$ cat config.mk
export PLATFORM = sky130hd
export DESIGN_NAME = sasc_top
export DESIGN_NICKNAME = d
export VERILOG_FILES = /design/src/logic/sasc_pkg.sv /design/src/logic/sasc_fifo_if.sv /design/src/logic/sasc_fifo.sv /design/src/logic/sasc_top.sv
export SDC_FILE = /design/constraint.sdc
export NUM_CORES = 1
export LEC_CHECK = 0
export BUFFER_PORTS_ARGS = -buffer_cell sky130_fd_sc_hd__buf_2
export CAP_MARGIN = 40
export CORE_ASPECT_RATIO = 0.7
export CORE_MARGIN = 10
export CORE_UTILIZATION = 41
export CTS_CLUSTER_DIAMETER = 200
export DETAILED_ROUTE_END_ITERATION = 8
export GPL_ROUTABILITY_DRIVEN = 0
export HOLD_SLACK_MARGIN = 0.15
export PLACE_DENSITY_LB_ADDON = 0.3
export REMOVE_ABC_BUFFERS = 1
export SYNTH_ARGS = -nofsm -noshare
export SYNTH_HDL_FRONTEND = slang
export SYNTH_HIERARCHICAL = 1
export SYNTH_SLANG_ARGS = --single-unit
$ cat constraint.sdc
create_clock -name CLK_I -period 3.45 [get_ports CLK_I]
set_clock_uncertainty 0.2 [all_clocks]
set_input_delay 0.345 -clock CLK_I [delete_from_list [all_inputs] [get_ports CLK_I]]
set_output_delay 0.345 -clock CLK_I [all_outputs]
set_load 0.03 [all_outputs]
$ cat src/logic/sasc_pkg.sv
// Purpose: Shared constants and types of the serial audio/serial control block.
// Assumes: 32-bit AXI4-Lite register access, one word per register.
// Notes: Bit positions index the control, second control and status words.
package sasc_pkg;
	// ----------------------------------------------------------------
	// Register map
	// ----------------------------------------------------------------
	localparam logic [7:0] ADDR_CONTROL = 8'h00;
	localparam logic [7:0] ADDR_CONTROL2 = 8'h04;
	localparam logic [7:0] ADDR_DATA = 8'h08;
	localparam logic [7:0] ADDR_STATUS = 8'h0c;
	localparam logic [31:0] CONTROL_MASK = 32'hff83_bfff;
	localparam logic [31:0] CONTROL2_MASK = 32'h0000_0080;
	localparam logic [31:0] CONTROL_RESET = 32'h0000_0000;
	localparam logic [31:0] CONTROL2_RESET = 32'h0000_0000;
	localparam logic [1:0] RESP_OKAY = 2'h0;
	localparam logic [1:0] RESP_SLVERR = 2'h2;
	// ----------------------------------------------------------------
	// Control fields
	// ----------------------------------------------------------------
	localparam int B_FRAMED = 31;
	localparam int B_SYNC_DIR = 30;
	localparam int B_SYNC_POL = 29;
	localparam int B_MSEL_AUTO = 28;
	localparam int B_PULSE_W = 27;
	localparam int B_CHAR_CNT = 24;
	localparam int B_BAUD_SEL = 23;
	localparam int B_SYNC_EDGE = 17;
	localparam int B_FIFO_EN = 16;
	localparam int B_ON = 15;
	localparam int B_STOP_IDLE = 13;
	localparam int B_OUT_DIS = 12;
	localparam int B_WIDTH_HI = 11;
	localparam int B_WIDTH_LO = 10;
	localparam int B_SAMPLE = 9;
	localparam int B_CLK_EDGE = 8;
	localparam int B_SS_USE = 7;
	localparam int B_CKP = 6;
	localparam int B_MASTER = 5;
	localparam int B_IN_DIS = 4;
	localparam int B_TX_IRQ = 2;
	localparam int B_RX_IRQ = 0;
	localparam int B_AUDIO = 7;
	// ----------------------------------------------------------------
	// Status fields
	// ----------------------------------------------------------------
	localparam int S_RX_CNT = 24;
	localparam int S_TX_CNT = 16;
	localparam int S_BUSY = 11;
	localparam int S_SHIFT_EMPTY = 7;
	localparam int S_RX_EMPTY = 5;
	localparam int S_TX_EMPTY = 3;
	localparam int S_TX_FULL = 1;
	localparam int S_RX_FULL = 0;
	// ----------------------------------------------------------------
	// Codes and widths
	// ----------------------------------------------------------------
	localparam logic [1:0] IRQ_ANY = 2'h3;
	localparam logic [1:0] IRQ_HALF = 2'h2;
	localparam logic [1:0] IRQ_ONE = 2'h1;
	localparam logic [2:0] SYNC_CODE_MAX = 3'h5;
	localparam logic [5:0] BITS_8 = 6'h08;
	localparam logic [5:0] BITS_16 = 6'h10;
	localparam logic [5:0] BITS_24 = 6'h18;
	localparam logic [5:0] BITS_32 = 6'h20;
	typedef enum logic [1:0] {ST_IDLE = 2'h0, ST_LEAD = 2'h1, ST_SHIFT = 2'h3, ST_DONE = 2'h2} sasc_state_t;
endpackage

$ cat src/logic/sasc_fifo_if.sv
// Purpose: Carrier between the control logic and one data buffer.
// Assumes: Push and pop are single-cycle strobes on the owner's clock.
// Notes: The owner refuses pushes above its effective depth.
`timescale 1ns/10ps
interface sasc_fifo_if #(parameter int WIDTH = 32, parameter int CNT_W = 5);
	logic push;
	logic pop;
	logic flush;
	logic [WIDTH-1:0] wdata;
	logic [WIDTH-1:0] rdata;
	logic [CNT_W-1:0] count;
	modport user(output push, pop, flush, wdata, input rdata, count);
	modport store(input push, pop, flush, wdata, output rdata, count);
endinterface

$ cat src/logic/sasc_fifo.sv
// Purpose: Circular data buffer for transmit or receive words.
// Assumes: The user never pushes when full nor pops when empty.
// Notes: Flush empties the buffer in one cycle.
`timescale 1ns/10ps
module sasc_fifo #(parameter int WIDTH = 32, parameter int DEPTH = 4, parameter int CNT_W = 5)
(
	input wire logic clk_i,
	input wire logic rst_i,
	sasc_fifo_if.store port
);
	localparam int PTR_W = $clog2(DEPTH);
	logic [WIDTH-1:0] mem [DEPTH];
	logic [PTR_W-1:0] wr_ptr;
	logic [PTR_W-1:0] rd_ptr;
	logic [CNT_W-1:0] count;

	if (DEPTH < 2 || (DEPTH & (DEPTH - 1)) != 0 || DEPTH >= (1 << CNT_W))
	begin : g_bad_depth
		$error("sasc_fifo: DEPTH must be a power of two that the count can hold");
	end

	always_ff @(posedge clk_i)
	begin
		if (port.push)
		begin
			mem[wr_ptr] <= port.wdata;
		end
	end

	always_ff @(posedge clk_i)
	begin
		if (rst_i || port.flush)
		begin
			wr_ptr <= '0;
			rd_ptr <= '0;
			count <= '0;
		end
		else
		begin
			if (port.push)
			begin
				wr_ptr <= PTR_W'(wr_ptr + 1'b1);
			end
			if (port.pop)
			begin
				rd_ptr <= PTR_W'(rd_ptr + 1'b1);
			end
			count <= CNT_W'(count + CNT_W'(port.push) - CNT_W'(port.pop));
		end
	end

	assign port.rdata = mem[rd_ptr];
	assign port.count = count;
endmodule

$ cat src/logic/sasc_top.sv
// Purpose: Serial port control with framed sync, audio widths and data buffers.
// Assumes: CLK_I is the peripheral bus clock; pins arrive asynchronously.
// Notes: Every pin and interrupt output is registered once after the engine.
// Functional notes
// Framed mode turns select pin into sync.
// Sync direction bit: external or generated sync.
// Sync polarity bit sets active sync level.
// Master auto-select drives select pin during transfers.
// Sync pulse lasts one character or bit.
// Sync every 1 to 32 characters.
// Baud clock from reference or bus clock.
// Sync coincides with or precedes first bit.
// Buffer bit selects multi-element or single buffer.
// Clock source and buffer bits locked while on.
// Enable and stop-in-idle control running.
// Output/input disable bits release data pins.
// Audio width bits pick data and channel.
// Non-audio widths are 32, 16 or 8.
// Role bit; master samples middle or end.
// Slave always samples at the middle.
// Clock edge bit picks output change edge.
// Clock polarity sets idle level; audio forces high.
// Slave uses select pin only when enabled.
// Transmit interrupt threshold per mode field.
// Receive interrupt threshold per mode field.
// Audio enable changes widths and clock polarity.
// Disabling returns engine and counters to idle.
`timescale 1ns/10ps
module sasc_top #(parameter int FIFO_DEPTH = 4, parameter int HALF_DIV = 4)
(
	input wire logic CLK_I,
	input wire logic SYS_RST_I,
	input wire logic [7:0] S_AXI_AWADDR_I,
	input wire logic S_AXI_AWVALID_I,
	output logic S_AXI_AWREADY_O,
	input wire logic [31:0] S_AXI_WDATA_I,
	input wire logic [3:0] S_AXI_WSTRB_I,
	input wire logic S_AXI_WVALID_I,
	output logic S_AXI_WREADY_O,
	output logic [1:0] S_AXI_BRESP_O,
	output logic S_AXI_BVALID_O,
	input wire logic S_AXI_BREADY_I,
	input wire logic [7:0] S_AXI_ARADDR_I,
	input wire logic S_AXI_ARVALID_I,
	output logic S_AXI_ARREADY_O,
	output logic [31:0] S_AXI_RDATA_O,
	output logic [1:0] S_AXI_RRESP_O,
	output logic S_AXI_RVALID_O,
	input wire logic S_AXI_RREADY_I,
	input wire logic CPU_IDLE_I,
	input wire logic REFERENCE_CLOCK_OUT_I,
	input wire logic SCK_I,
	output logic SCK_O,
	output logic SCK_OE_O,
	input wire logic SERIAL_IN_PIN_I,
	output logic SERIAL_OUT_PIN_O,
	output logic SERIAL_OUT_PIN_OE_O,
	input wire logic SELECT_PIN_I,
	output logic SELECT_PIN_O,
	output logic SELECT_PIN_OE_O,
	output logic TX_IRQ_O,
	output logic RX_IRQ_O
);
	import sasc_pkg::*;

	localparam int CNT_W = 5;

	if (FIFO_DEPTH < 2 || FIFO_DEPTH > 16 || HALF_DIV < 1 || HALF_DIV > 65535)
	begin : g_bad_param
		$error("sasc_top: FIFO_DEPTH must be 2..16 and HALF_DIV 1..65535");
	end

	// ----------------------------------------------------------------
	// Helpers
	// ----------------------------------------------------------------
	function automatic logic [5:0] data_bits(input logic aud, input logic hi, input logic lo);
		if (aud)
			data_bits = (hi && lo) ? BITS_24 : (hi ? BITS_32 : BITS_16);
		else
			data_bits = hi ? BITS_32 : (lo ? BITS_16 : BITS_8);
	endfunction

	function automatic logic [5:0] chan_bits(input logic aud, input logic hi, input logic lo);
		if (aud)
			chan_bits = (hi || lo) ? BITS_32 : BITS_16;
		else
			chan_bits = data_bits(1'b0, hi, lo);
	endfunction

	function automatic logic [31:0] strobe_mask(input logic [3:0] strb);
		strobe_mask = {{8{strb[3]}}, {8{strb[2]}}, {8{strb[1]}}, {8{strb[0]}}};
	endfunction

	// ----------------------------------------------------------------
	// Registers and decoded fields
	// ----------------------------------------------------------------
	logic [31:0] control;
	logic [31:0] control2;
	logic on, framed, sync_dir, sync_pol, msel_auto, pulse_w, baud_sel, edge_sel, fifo_en;
	logic stop_idle, out_dis, in_dis, sample_phase, cke, ss_use, master, audio;
	logic [2:0] char_code;
	logic [1:0] tx_mode, rx_mode;
	assign on = control[B_ON];
	assign framed = control[B_FRAMED];
	assign sync_dir = control[B_SYNC_DIR];
	assign sync_pol = control[B_SYNC_POL];
	assign msel_auto = control[B_MSEL_AUTO];
	assign pulse_w = control[B_PULSE_W];
	assign char_code = control[B_CHAR_CNT +: 3];
	assign baud_sel = control[B_BAUD_SEL];
	assign edge_sel = control[B_SYNC_EDGE];
	assign fifo_en = control[B_FIFO_EN];
	assign stop_idle = control[B_STOP_IDLE];
	assign out_dis = control[B_OUT_DIS];
	assign in_dis = control[B_IN_DIS];
	assign cke = control[B_CLK_EDGE];
	assign ss_use = control[B_SS_USE];
	assign master = control[B_MASTER];
	assign tx_mode = control[B_TX_IRQ +: 2];
	assign rx_mode = control[B_RX_IRQ +: 2];
	assign audio = control2[B_AUDIO];
	assign sample_phase = master & control[B_SAMPLE];

	logic idle_lvl;
	assign idle_lvl = audio | control[B_CKP];

	// ----------------------------------------------------------------
	// Pin synchronisers
	// ----------------------------------------------------------------
	logic [4:0] pin_s1, pin_s2;
	logic sck_prev, ref_prev;
	always_ff @(posedge CLK_I)
	begin
		pin_s1 <= {SCK_I, SERIAL_IN_PIN_I, SELECT_PIN_I, REFERENCE_CLOCK_OUT_I, CPU_IDLE_I};
		pin_s2 <= pin_s1;
		sck_prev <= pin_s2[4];
		ref_prev <= pin_s2[1];
	end

	logic sdi_bit, ss_in, idle_in, run;
	assign sdi_bit = pin_s2[3] & ~in_dis;
	assign ss_in = pin_s2[2];
	assign idle_in = pin_s2[0];
	assign run = on & ~(stop_idle & idle_in);

	// ----------------------------------------------------------------
	// Data buffers
	// ----------------------------------------------------------------
	sasc_fifo_if #(.WIDTH(32), .CNT_W(CNT_W)) tx ();
	sasc_fifo_if #(.WIDTH(32), .CNT_W(CNT_W)) rx ();
	sasc_fifo #(.WIDTH(32), .DEPTH(FIFO_DEPTH), .CNT_W(CNT_W)) u_tx_fifo (.clk_i(CLK_I), .rst_i(SYS_RST_I), .port(tx));
	sasc_fifo #(.WIDTH(32), .DEPTH(FIFO_DEPTH), .CNT_W(CNT_W)) u_rx_fifo (.clk_i(CLK_I), .rst_i(SYS_RST_I), .port(rx));

	logic [CNT_W-1:0] eff_depth, half_depth;
	logic tx_full, tx_has, rx_full, rx_has;
	assign eff_depth = fifo_en ? CNT_W'(FIFO_DEPTH) : CNT_W'(1);
	assign half_depth = CNT_W'((eff_depth + 1'b1) >> 1);
	assign tx_full = tx.count >= eff_depth;
	assign tx_has = tx.count != '0;
	assign rx_full = rx.count >= eff_depth;
	assign rx_has = rx.count != '0;
	assign tx.flush = ~on;
	assign rx.flush = ~on;

	// ----------------------------------------------------------------
	// AXI4-Lite write channel
	// ----------------------------------------------------------------
	logic aw_got, w_got, do_write;
	logic [7:0] waddr;
	logic [31:0] wdata, wmask;
	assign do_write = aw_got & w_got & ~S_AXI_BVALID_O;
	assign wmask = strobe_mask(S_AXI_WSTRB_I);
	assign tx.push = do_write & (waddr == ADDR_DATA) & ~tx_full;
	assign tx.wdata = wdata;

	always_ff @(posedge CLK_I)
	begin
		if (SYS_RST_I)
		begin
			S_AXI_AWREADY_O <= 1'b1;
			S_AXI_WREADY_O <= 1'b1;
			S_AXI_BVALID_O <= 1'b0;
			S_AXI_BRESP_O <= RESP_OKAY;
			aw_got <= 1'b0;
			w_got <= 1'b0;
			waddr <= '0;
			wdata <= '0;
			control <= CONTROL_RESET;
			control2 <= CONTROL2_RESET;
		end
		else
		begin
			if (S_AXI_AWVALID_I && S_AXI_AWREADY_O)
			begin
				aw_got <= 1'b1;
				waddr <= {S_AXI_AWADDR_I[7:2], 2'b00};
				S_AXI_AWREADY_O <= 1'b0;
			end
			if (S_AXI_WVALID_I && S_AXI_WREADY_O)
			begin
				w_got <= 1'b1;
				wdata <= S_AXI_WDATA_I & wmask;
				S_AXI_WREADY_O <= 1'b0;
				if (!S_AXI_AWREADY_O || S_AXI_AWVALID_I)
				begin
					wdata <= S_AXI_WDATA_I;
				end
			end
			if (do_write)
			begin
				aw_got <= 1'b0;
				w_got <= 1'b0;
				S_AXI_BVALID_O <= 1'b1;
				S_AXI_BRESP_O <= RESP_OKAY;
				case (waddr)
					ADDR_CONTROL:
					begin
						control <= (wdata & CONTROL_MASK) | (control & ~CONTROL_MASK);
						if (on)
						begin
							control[B_BAUD_SEL] <= baud_sel;
							control[B_FIFO_EN] <= fifo_en;
						end
					end
					ADDR_CONTROL2:
					begin
						if (!on)
						begin
							control2 <= wdata & CONTROL2_MASK;
						end
					end
					ADDR_DATA, ADDR_STATUS: ;
					default: S_AXI_BRESP_O <= RESP_SLVERR;
				endcase
			end
			if (S_AXI_BVALID_O && S_AXI_BREADY_I)
			begin
				S_AXI_BVALID_O <= 1'b0;
				S_AXI_AWREADY_O <= 1'b1;
				S_AXI_WREADY_O <= 1'b1;
			end
		end
	end

	// ----------------------------------------------------------------
	// AXI4-Lite read channel
	// ----------------------------------------------------------------
	sasc_state_t state;
	logic [7:0] raddr;
	logic [31:0] status;
	assign raddr = {S_AXI_ARADDR_I[7:2], 2'b00};
	assign rx.pop = S_AXI_ARVALID_I & S_AXI_ARREADY_O & (raddr == ADDR_DATA) & rx_has;
	always_comb
	begin
		status = '0;
		status[S_RX_CNT +: CNT_W] = rx.count;
		status[S_TX_CNT +: CNT_W] = tx.count;
		status[S_BUSY] = state != ST_IDLE;
		status[S_SHIFT_EMPTY] = state == ST_IDLE;
		status[S_RX_EMPTY] = ~rx_has;
		status[S_TX_EMPTY] = ~tx_has;
		status[S_TX_FULL] = tx_full;
		status[S_RX_FULL] = rx_full;
	end

	always_ff @(posedge CLK_I)
	begin
		if (SYS_RST_I)
		begin
			S_AXI_ARREADY_O <= 1'b1;
			S_AXI_RVALID_O <= 1'b0;
			S_AXI_RDATA_O <= '0;
			S_AXI_RRESP_O <= RESP_OKAY;
		end
		else if (S_AXI_ARVALID_I && S_AXI_ARREADY_O)
		begin
			S_AXI_ARREADY_O <= 1'b0;
			S_AXI_RVALID_O <= 1'b1;
			S_AXI_RRESP_O <= RESP_OKAY;
			case (raddr)
				ADDR_CONTROL: S_AXI_RDATA_O <= control;
				ADDR_CONTROL2: S_AXI_RDATA_O <= control2;
				ADDR_DATA: S_AXI_RDATA_O <= rx_has ? rx.rdata : '0;
				ADDR_STATUS: S_AXI_RDATA_O <= status;
				default:
				begin
					S_AXI_RDATA_O <= '0;
					S_AXI_RRESP_O <= RESP_SLVERR;
				end
			endcase
		end
		else if (S_AXI_RVALID_O && S_AXI_RREADY_I)
		begin
			S_AXI_RVALID_O <= 1'b0;
			S_AXI_ARREADY_O <= 1'b1;
		end
	end

	// ----------------------------------------------------------------
	// Baud generator
	// ----------------------------------------------------------------
	logic [15:0] div_cnt;
	logic src_tick, half_tick;
	assign src_tick = baud_sel ? (pin_s2[1] & ~ref_prev) : 1'b1;
	assign half_tick = src_tick && (div_cnt == 16'(HALF_DIV - 1));
	always_ff @(posedge CLK_I)
	begin
		if (SYS_RST_I || !run || state == ST_IDLE)
		begin
			div_cnt <= '0;
		end
		else if (src_tick)
		begin
			div_cnt <= half_tick ? '0 : 16'(div_cnt + 1'b1);
		end
	end

	// ----------------------------------------------------------------
	// Shift engine
	// ----------------------------------------------------------------
	logic [5:0] nb, db, glen;
	logic [6:0] k, last_k;
	logic [31:0] shreg, rxreg, load_word;
	logic [4:0] fcnt;
	logic act, sdo, sync_act, xfer, gen_sync, sync_in, start, evt, ss_ok;
	assign nb = chan_bits(audio, control[B_WIDTH_HI], control[B_WIDTH_LO]);
	assign db = data_bits(audio, control[B_WIDTH_HI], control[B_WIDTH_LO]);
	assign glen = (char_code > SYNC_CODE_MAX) ? 6'h01 : 6'(6'h01 << char_code);
	assign last_k = 7'({nb, 1'b0} - 1'b1 + 7'(sample_phase & ~cke));
	assign load_word = tx_has ? 32'(tx.rdata << (BITS_32 - db)) : '0;
	assign gen_sync = framed & ~sync_dir & master;
	assign sync_in = ss_in == sync_pol;
	assign ss_ok = framed ? (~sync_dir | sync_in) : (master | ~ss_use | ~ss_in);
	assign start = master ? (tx_has & ss_ok) : ss_ok;
	assign evt = master ? half_tick : (pin_s2[4] != sck_prev);
	assign tx.pop = run & (state == ST_IDLE) & start & tx_has;
	assign rx.push = run & (state == ST_DONE) & ~rx_full;
	assign rx.wdata = 32'((rxreg >> (nb - db)) & ((db == BITS_32) ? 32'hffff_ffff : 32'((33'h1 << db) - 1'b1)));

	always_ff @(posedge CLK_I)
	begin
		if (SYS_RST_I || !on)
		begin
			state <= ST_IDLE;
			k <= '0;
			act <= 1'b0;
			sdo <= 1'b0;
			shreg <= '0;
			rxreg <= '0;
			sync_act <= 1'b0;
			xfer <= 1'b0;
			fcnt <= '0;
		end
		else if (run)
		begin
			case (state)
				ST_IDLE:
				begin
					if (start)
					begin
						k <= '0;
						xfer <= 1'b1;
						sync_act <= gen_sync && fcnt == '0;
						shreg <= cke ? 32'(load_word << 1) : load_word;
						if (cke)
						begin
							sdo <= load_word[31];
						end
						state <= (gen_sync && fcnt == '0 && !edge_sel) ? ST_LEAD : ST_SHIFT;
					end
				end
				ST_LEAD:
				begin
					if (half_tick)
					begin
						act <= ~act;
						k <= 7'(k + 1'b1);
						if (k[0])
						begin
							k <= '0;
							state <= ST_SHIFT;
							if (!pulse_w)
							begin
								sync_act <= 1'b0;
							end
						end
					end
				end
				ST_SHIFT:
				begin
					if (!master && !framed && ss_use && ss_in)
					begin
						state <= ST_IDLE;
						xfer <= 1'b0;
						act <= 1'b0;
					end
					else if (evt)
					begin
						if (k < {nb, 1'b0})
						begin
							act <= ~act;
						end
						if ((k[0] ^ cke ^ sample_phase) && !(sample_phase && !cke && k == '0))
						begin
							rxreg <= {rxreg[30:0], sdi_bit};
						end
						if (k[0] == cke && (k + 7'(cke)) < {nb, 1'b0})
						begin
							sdo <= shreg[31];
							shreg <= {shreg[30:0], 1'b0};
						end
						if (k == 7'h1 && edge_sel && !pulse_w)
						begin
							sync_act <= 1'b0;
						end
						k <= 7'(k + 1'b1);
						if (k == last_k)
						begin
							act <= 1'b0;
							state <= ST_DONE;
						end
					end
				end
				ST_DONE:
				begin
					xfer <= 1'b0;
					sync_act <= 1'b0;
					rxreg <= '0;
					fcnt <= ({1'b0, fcnt} == 6'(glen - 1'b1)) ? '0 : 5'(fcnt + 1'b1);
					state <= ST_IDLE;
				end
				default: state <= ST_IDLE;
			endcase
		end
	end

	// ----------------------------------------------------------------
	// Pin and interrupt outputs
	// ----------------------------------------------------------------
	always_ff @(posedge CLK_I)
	begin
		if (SYS_RST_I)
		begin
			SCK_O <= 1'b0;
			SCK_OE_O <= 1'b0;
			SERIAL_OUT_PIN_O <= 1'b0;
			SERIAL_OUT_PIN_OE_O <= 1'b0;
			SELECT_PIN_O <= 1'b0;
			SELECT_PIN_OE_O <= 1'b0;
			TX_IRQ_O <= 1'b0;
			RX_IRQ_O <= 1'b0;
		end
		else
		begin
			SCK_O <= idle_lvl ^ act;
			SCK_OE_O <= on & master;
			SERIAL_OUT_PIN_O <= sdo;
			SERIAL_OUT_PIN_OE_O <= on & ~out_dis;
			SELECT_PIN_O <= 1'b0;
			SELECT_PIN_OE_O <= 1'b0;
			if (on && gen_sync)
			begin
				SELECT_PIN_O <= sync_act ? sync_pol : ~sync_pol;
				SELECT_PIN_OE_O <= 1'b1;
			end
			else if (on && master && msel_auto && !framed)
			begin
				SELECT_PIN_O <= xfer ? sync_pol : ~sync_pol;
				SELECT_PIN_OE_O <= 1'b1;
			end
			case (tx_mode)
				IRQ_ANY: TX_IRQ_O <= on & ~tx_full;
				IRQ_HALF: TX_IRQ_O <= on & ((eff_depth - tx.count) >= half_depth);
				IRQ_ONE: TX_IRQ_O <= on & ~tx_has;
				default: TX_IRQ_O <= on & ~tx_has & (state == ST_IDLE);
			endcase
			case (rx_mode)
				IRQ_ANY: RX_IRQ_O <= on & rx_full;
				IRQ_HALF: RX_IRQ_O <= on & (rx.count >= half_depth);
				IRQ_ONE: RX_IRQ_O <= on & rx_has;
				default: RX_IRQ_O <= on & ~rx_has;
			endcase
		end
	end
endmodule

==> impl_metrics.json <==
{
  "outcome": "finished clean",
  "synth-xor-area-share_pct": 1.651,
  "ys_ff_latch": 502,
  "routed_wirelength_um": 60070,
  "core_um2": 53750,
  "rsz0062_at_grt": "false",
  "instances_no_fill": 2822,
  "placedCellCount": 2645,
  "grt_use_met3_pct": 4.087,
  "drc": 0,
  "crit_path_cell_trace": "nor3_1 -> and2_1 -> a21oi_1 -> nand3_1 -> nor2_1 -> ha_1 -> inv_1 -> ha_1 -> fa_1 -> nand3_1 -> a21o_1 -> a21oi_1",
  "syn_area_um2": 22280,
  "first_pass_iters": 5,
  "cp_max_fo": 7,
  "cp_slowest_cell": "and2_1",
  "whs_ns": 0.1657,
  "dieHeight_um": 215.0,
  "drive_gt1_share_pct": 18.45,
  "period_share_pct": 92.31,
  "ir_drop_v": 0.0003362,
  "synth.distinct_cells": 79,
  "place_ws_ns": 0.2204,
  "grt_use_total_pct": 18.30,
  "gr-usage-met2_pct": 26.07,
  "drv_cap": 0,
  "powerDensity_nw_per_um2": 460.5,
  "synth_area_per_cell_um2": 11.98,
  "grt_busiest_layer": "met1",
  "clk_pin_slew_ns": 0.06,
  "synth_fa_ha_area_share_pct": 2.932,
  "cts_made_buffers": 50,
  "holdCritStartpoint": "S_AXI_WSTRB_I[1]",
  "grt_util_met1_pct": 27.78,
  "fp.dieArea_um2": 64210,
  "port_buffers": 106,
  "critPathTopFamily": "simple AND/OR/NAND/NOR gates",
  "cts_tree": "done",
  "antenna_found_initial": 1,
  "vias": 15755,
  "synth_edf_count": 256,
  "drv_slew": 0,
  "overflow": 0,
  "synth-compound-area-share_pct": 11.58,
  "fin_ws_ns": 0.2654,
  "drt-initial-drc-count": 1769,
  "worstSetupPathType": "register to register",
  "tightestPinTransition_ns": 0.9160,
  "max-slew-margin-rel_pct": 38.93,
  "dpl.hpwl_um": 41150,
  "synth-simple-area-share_pct": 12.48,
  "hp-class": "input pin to register",
  "fin_nets": 2166,
  "ant_nets": 0,
  "cts_sinks": 502,
  "cp-end-kind": "register",
  "fmax_mhz": 314.0,
  "cp-start-kind": "register",
  "wl_per_cell_um": 21.28,
  "antenna_cells": 0,
  "p_leak_nw": 8.867,
  "finalHoldViolations": 0,
  "ioPinCount": 113,
  "drt-vias-per-instance": 5.583,
  "worst-path-buf-inv": 1,
  "syn_inst": 1860,
  "clkLatencyLatePin_ns": 0.60,
  "crit_start": "u_tx_fifo/port.count[1]",
  "synth_top_family_by_area": "simple AND/OR/NAND/NOR gates",
  "cts_setup_buffers": 0,
  "htreeDepth": 2,
  "synth.area.mux_share_pct": 10.73,
  "synthArstFlopShare_pct": 0,
  "setup_viol": 0,
  "layout_min_cycle_time_ns": 3.185,
  "r2r-start": "u_tx_fifo/port.count[1]",
  "slowest_delay_ns": 0.50,
  "yosysWarnings": 6,
  "rows": 71,
  "grt_start_max_net_pins": 73,
  "ys_seq_area_share_pct": 56.61,
  "grt_pass1_wl_um": 93070,
  "die_w_um": 298.6,
  "arrival_ns": 3.46,
  "critPathRequiredTime_ns": 3.73,
  "num-fill-cells": 4763,
  "initial_utilization_pct": 41.45,
  "ys.flop_type": "edfxtp_1",
  "grt_pass1_vias": 15408,
  "clockBufferDepth": 3,
  "area_growth_pct": 17.68,
  "cts_root_buf": "clkbuf_16"
}
## cell usage after synthesis, drive strengths merged (5+ instances only)
cell type  count  area [um^2]
a211oi        35        262.8
a21o           6        45.04
a21oi        115        575.6
a222oi        11        110.1
a22o          16        140.1
a22oi         66        495.5
a311oi        13        150.2
a31oi         10        62.56
a32oi          7        61.31
and2          24        150.1
and3           9        56.30
and3b          8        70.07
buf           64        470.5
clkbuf        61        229.0
dfxtp        246         4925
edfxtp       256         7687
ha            49        613.1
inv           51        191.4
mux2          11        123.9
mux2i         81        810.8
mux4          64         1456
nand2        117        439.2
nand2b        16        100.1
nand3         62        460.4
nand3b         5        37.54
nand4         18        112.6
nor2         224        848.3
nor2b          7        43.79
nor3          24        141.4
nor4          10        62.56
nor4b          8        76.32
o21ai         46        230.2
o221ai         9        78.83
o22ai          8        50.05
o31ai          6        58.81
xnor2         21        183.9
xor2          21        183.9
## power by group
part	internal (W)	switching (W)	total, W
sequential	0.00629	0.0000660	0.00636
combinational	0.000172	0.000219	0.000391
clock	0.00303	0.00230	0.00533
## through the flow
stage / power (W) / instance area (um^2) / setup TNS [ns] / util [%]
floorplan: 0.006614 / 21580 / -83.39 / -
global placement: 0.006783 / 23770 / 0 / 44.23
detailed placement: 0.006791 / 23770 / 0 / 44.23
CTS: 0.01218 / 26210 / 0 / 48.77
global route: 0.01248 / 26220 / 0 / 48.78
finish: 0.01207 / 26220 / 0 / 48.78
## logic make-up after synthesis
group                      count (synthesis)
buffers and inverters                    176
AOI/OAI and AO/OA                        378
and+or+nand+nor                          554
DFF                                      502
adders and majority gates                 51
muxes                                    156
xor gates and xnor gates                  42
other                                      1
## layer usage
metal / wire [um] / part of all wire (%)
met1: 29230 / 49
met2: 25040 / 42
met3: 4891 / 8.1
met4: 911 / 1.5
met5: 0 / 0
## placed cells by master, fill, tap and decap left out, types with 34 or more instances in the layout
master         count
edfxtp_1         256
dfxtp_1          243
nor2_1           223
nand2_1          117
a21oi_1          115
buf_2            105
dlygate4sd3_1     83
mux2i_1           81
a22oi_1           66
buf_4             61
mux4_2            60
clkbuf_16         52
inv_1             49
ha_1              49
a211oi_1          35
o21ai_0           34
## worst reg2reg max path, cell delays in order (launching register included)
cell     delay, ns
dfxtp_1       0.41
nor3_1        0.32
and2_1        0.50
a21oi_1       0.14
nand3_1       0.12
nor2_1        0.12
ha_1          0.34
inv_1         0.04
ha_1          0.20
fa_1          0.41
nand3_1       0.11
a21o_1        0.12
a21oi_1       0.05
## path summary, 6_finish.rpt
kind	end	slack, ns	cells past startpoint
max	u_tx_fifo/port.count[4]	0.27	12
min	tx.wdata[13]	0.17	5
min reg2reg	ref_prev	0.17	0
max reg2reg	u_tx_fifo/port.count[4]	0.27	12
## registers in the layout, indices dropped and copies added (netlist names), 5 cells and up, named ones only
name	cells
S_AXI_RDATA_O	32
control	26
div_cnt	16
fcnt	5
k	7
pin_s1	5
pin_s2	5
rxreg	32
shreg	32
tx.wdata	32
u_rx_fifo/mem	128
u_rx_fifo/port.count	5
u_tx_fifo/mem	128
u_tx_fifo/port.count	5
waddr	6
## area by class of cell
class	instances	area, um^2	area share [%]
clock buffer	73	1466	5.593
clock inverter	20	137.6	0.5250
inverter	51	191.4	0.7302
multi-input combinational	1183	8798	33.56
sequential	502	12620	48.12
tap	730	913.4	3.484
timing repair buffer	263	2095	7.989
## timing repair
action                                 in CTS  in global routing
setup endpoints to repair                   0                  6
gates resized for setup                     0                  1
hold buffers                               83                  0
endpoints found under the hold margin      85                  0
Power figures use the tool's default switching activity.
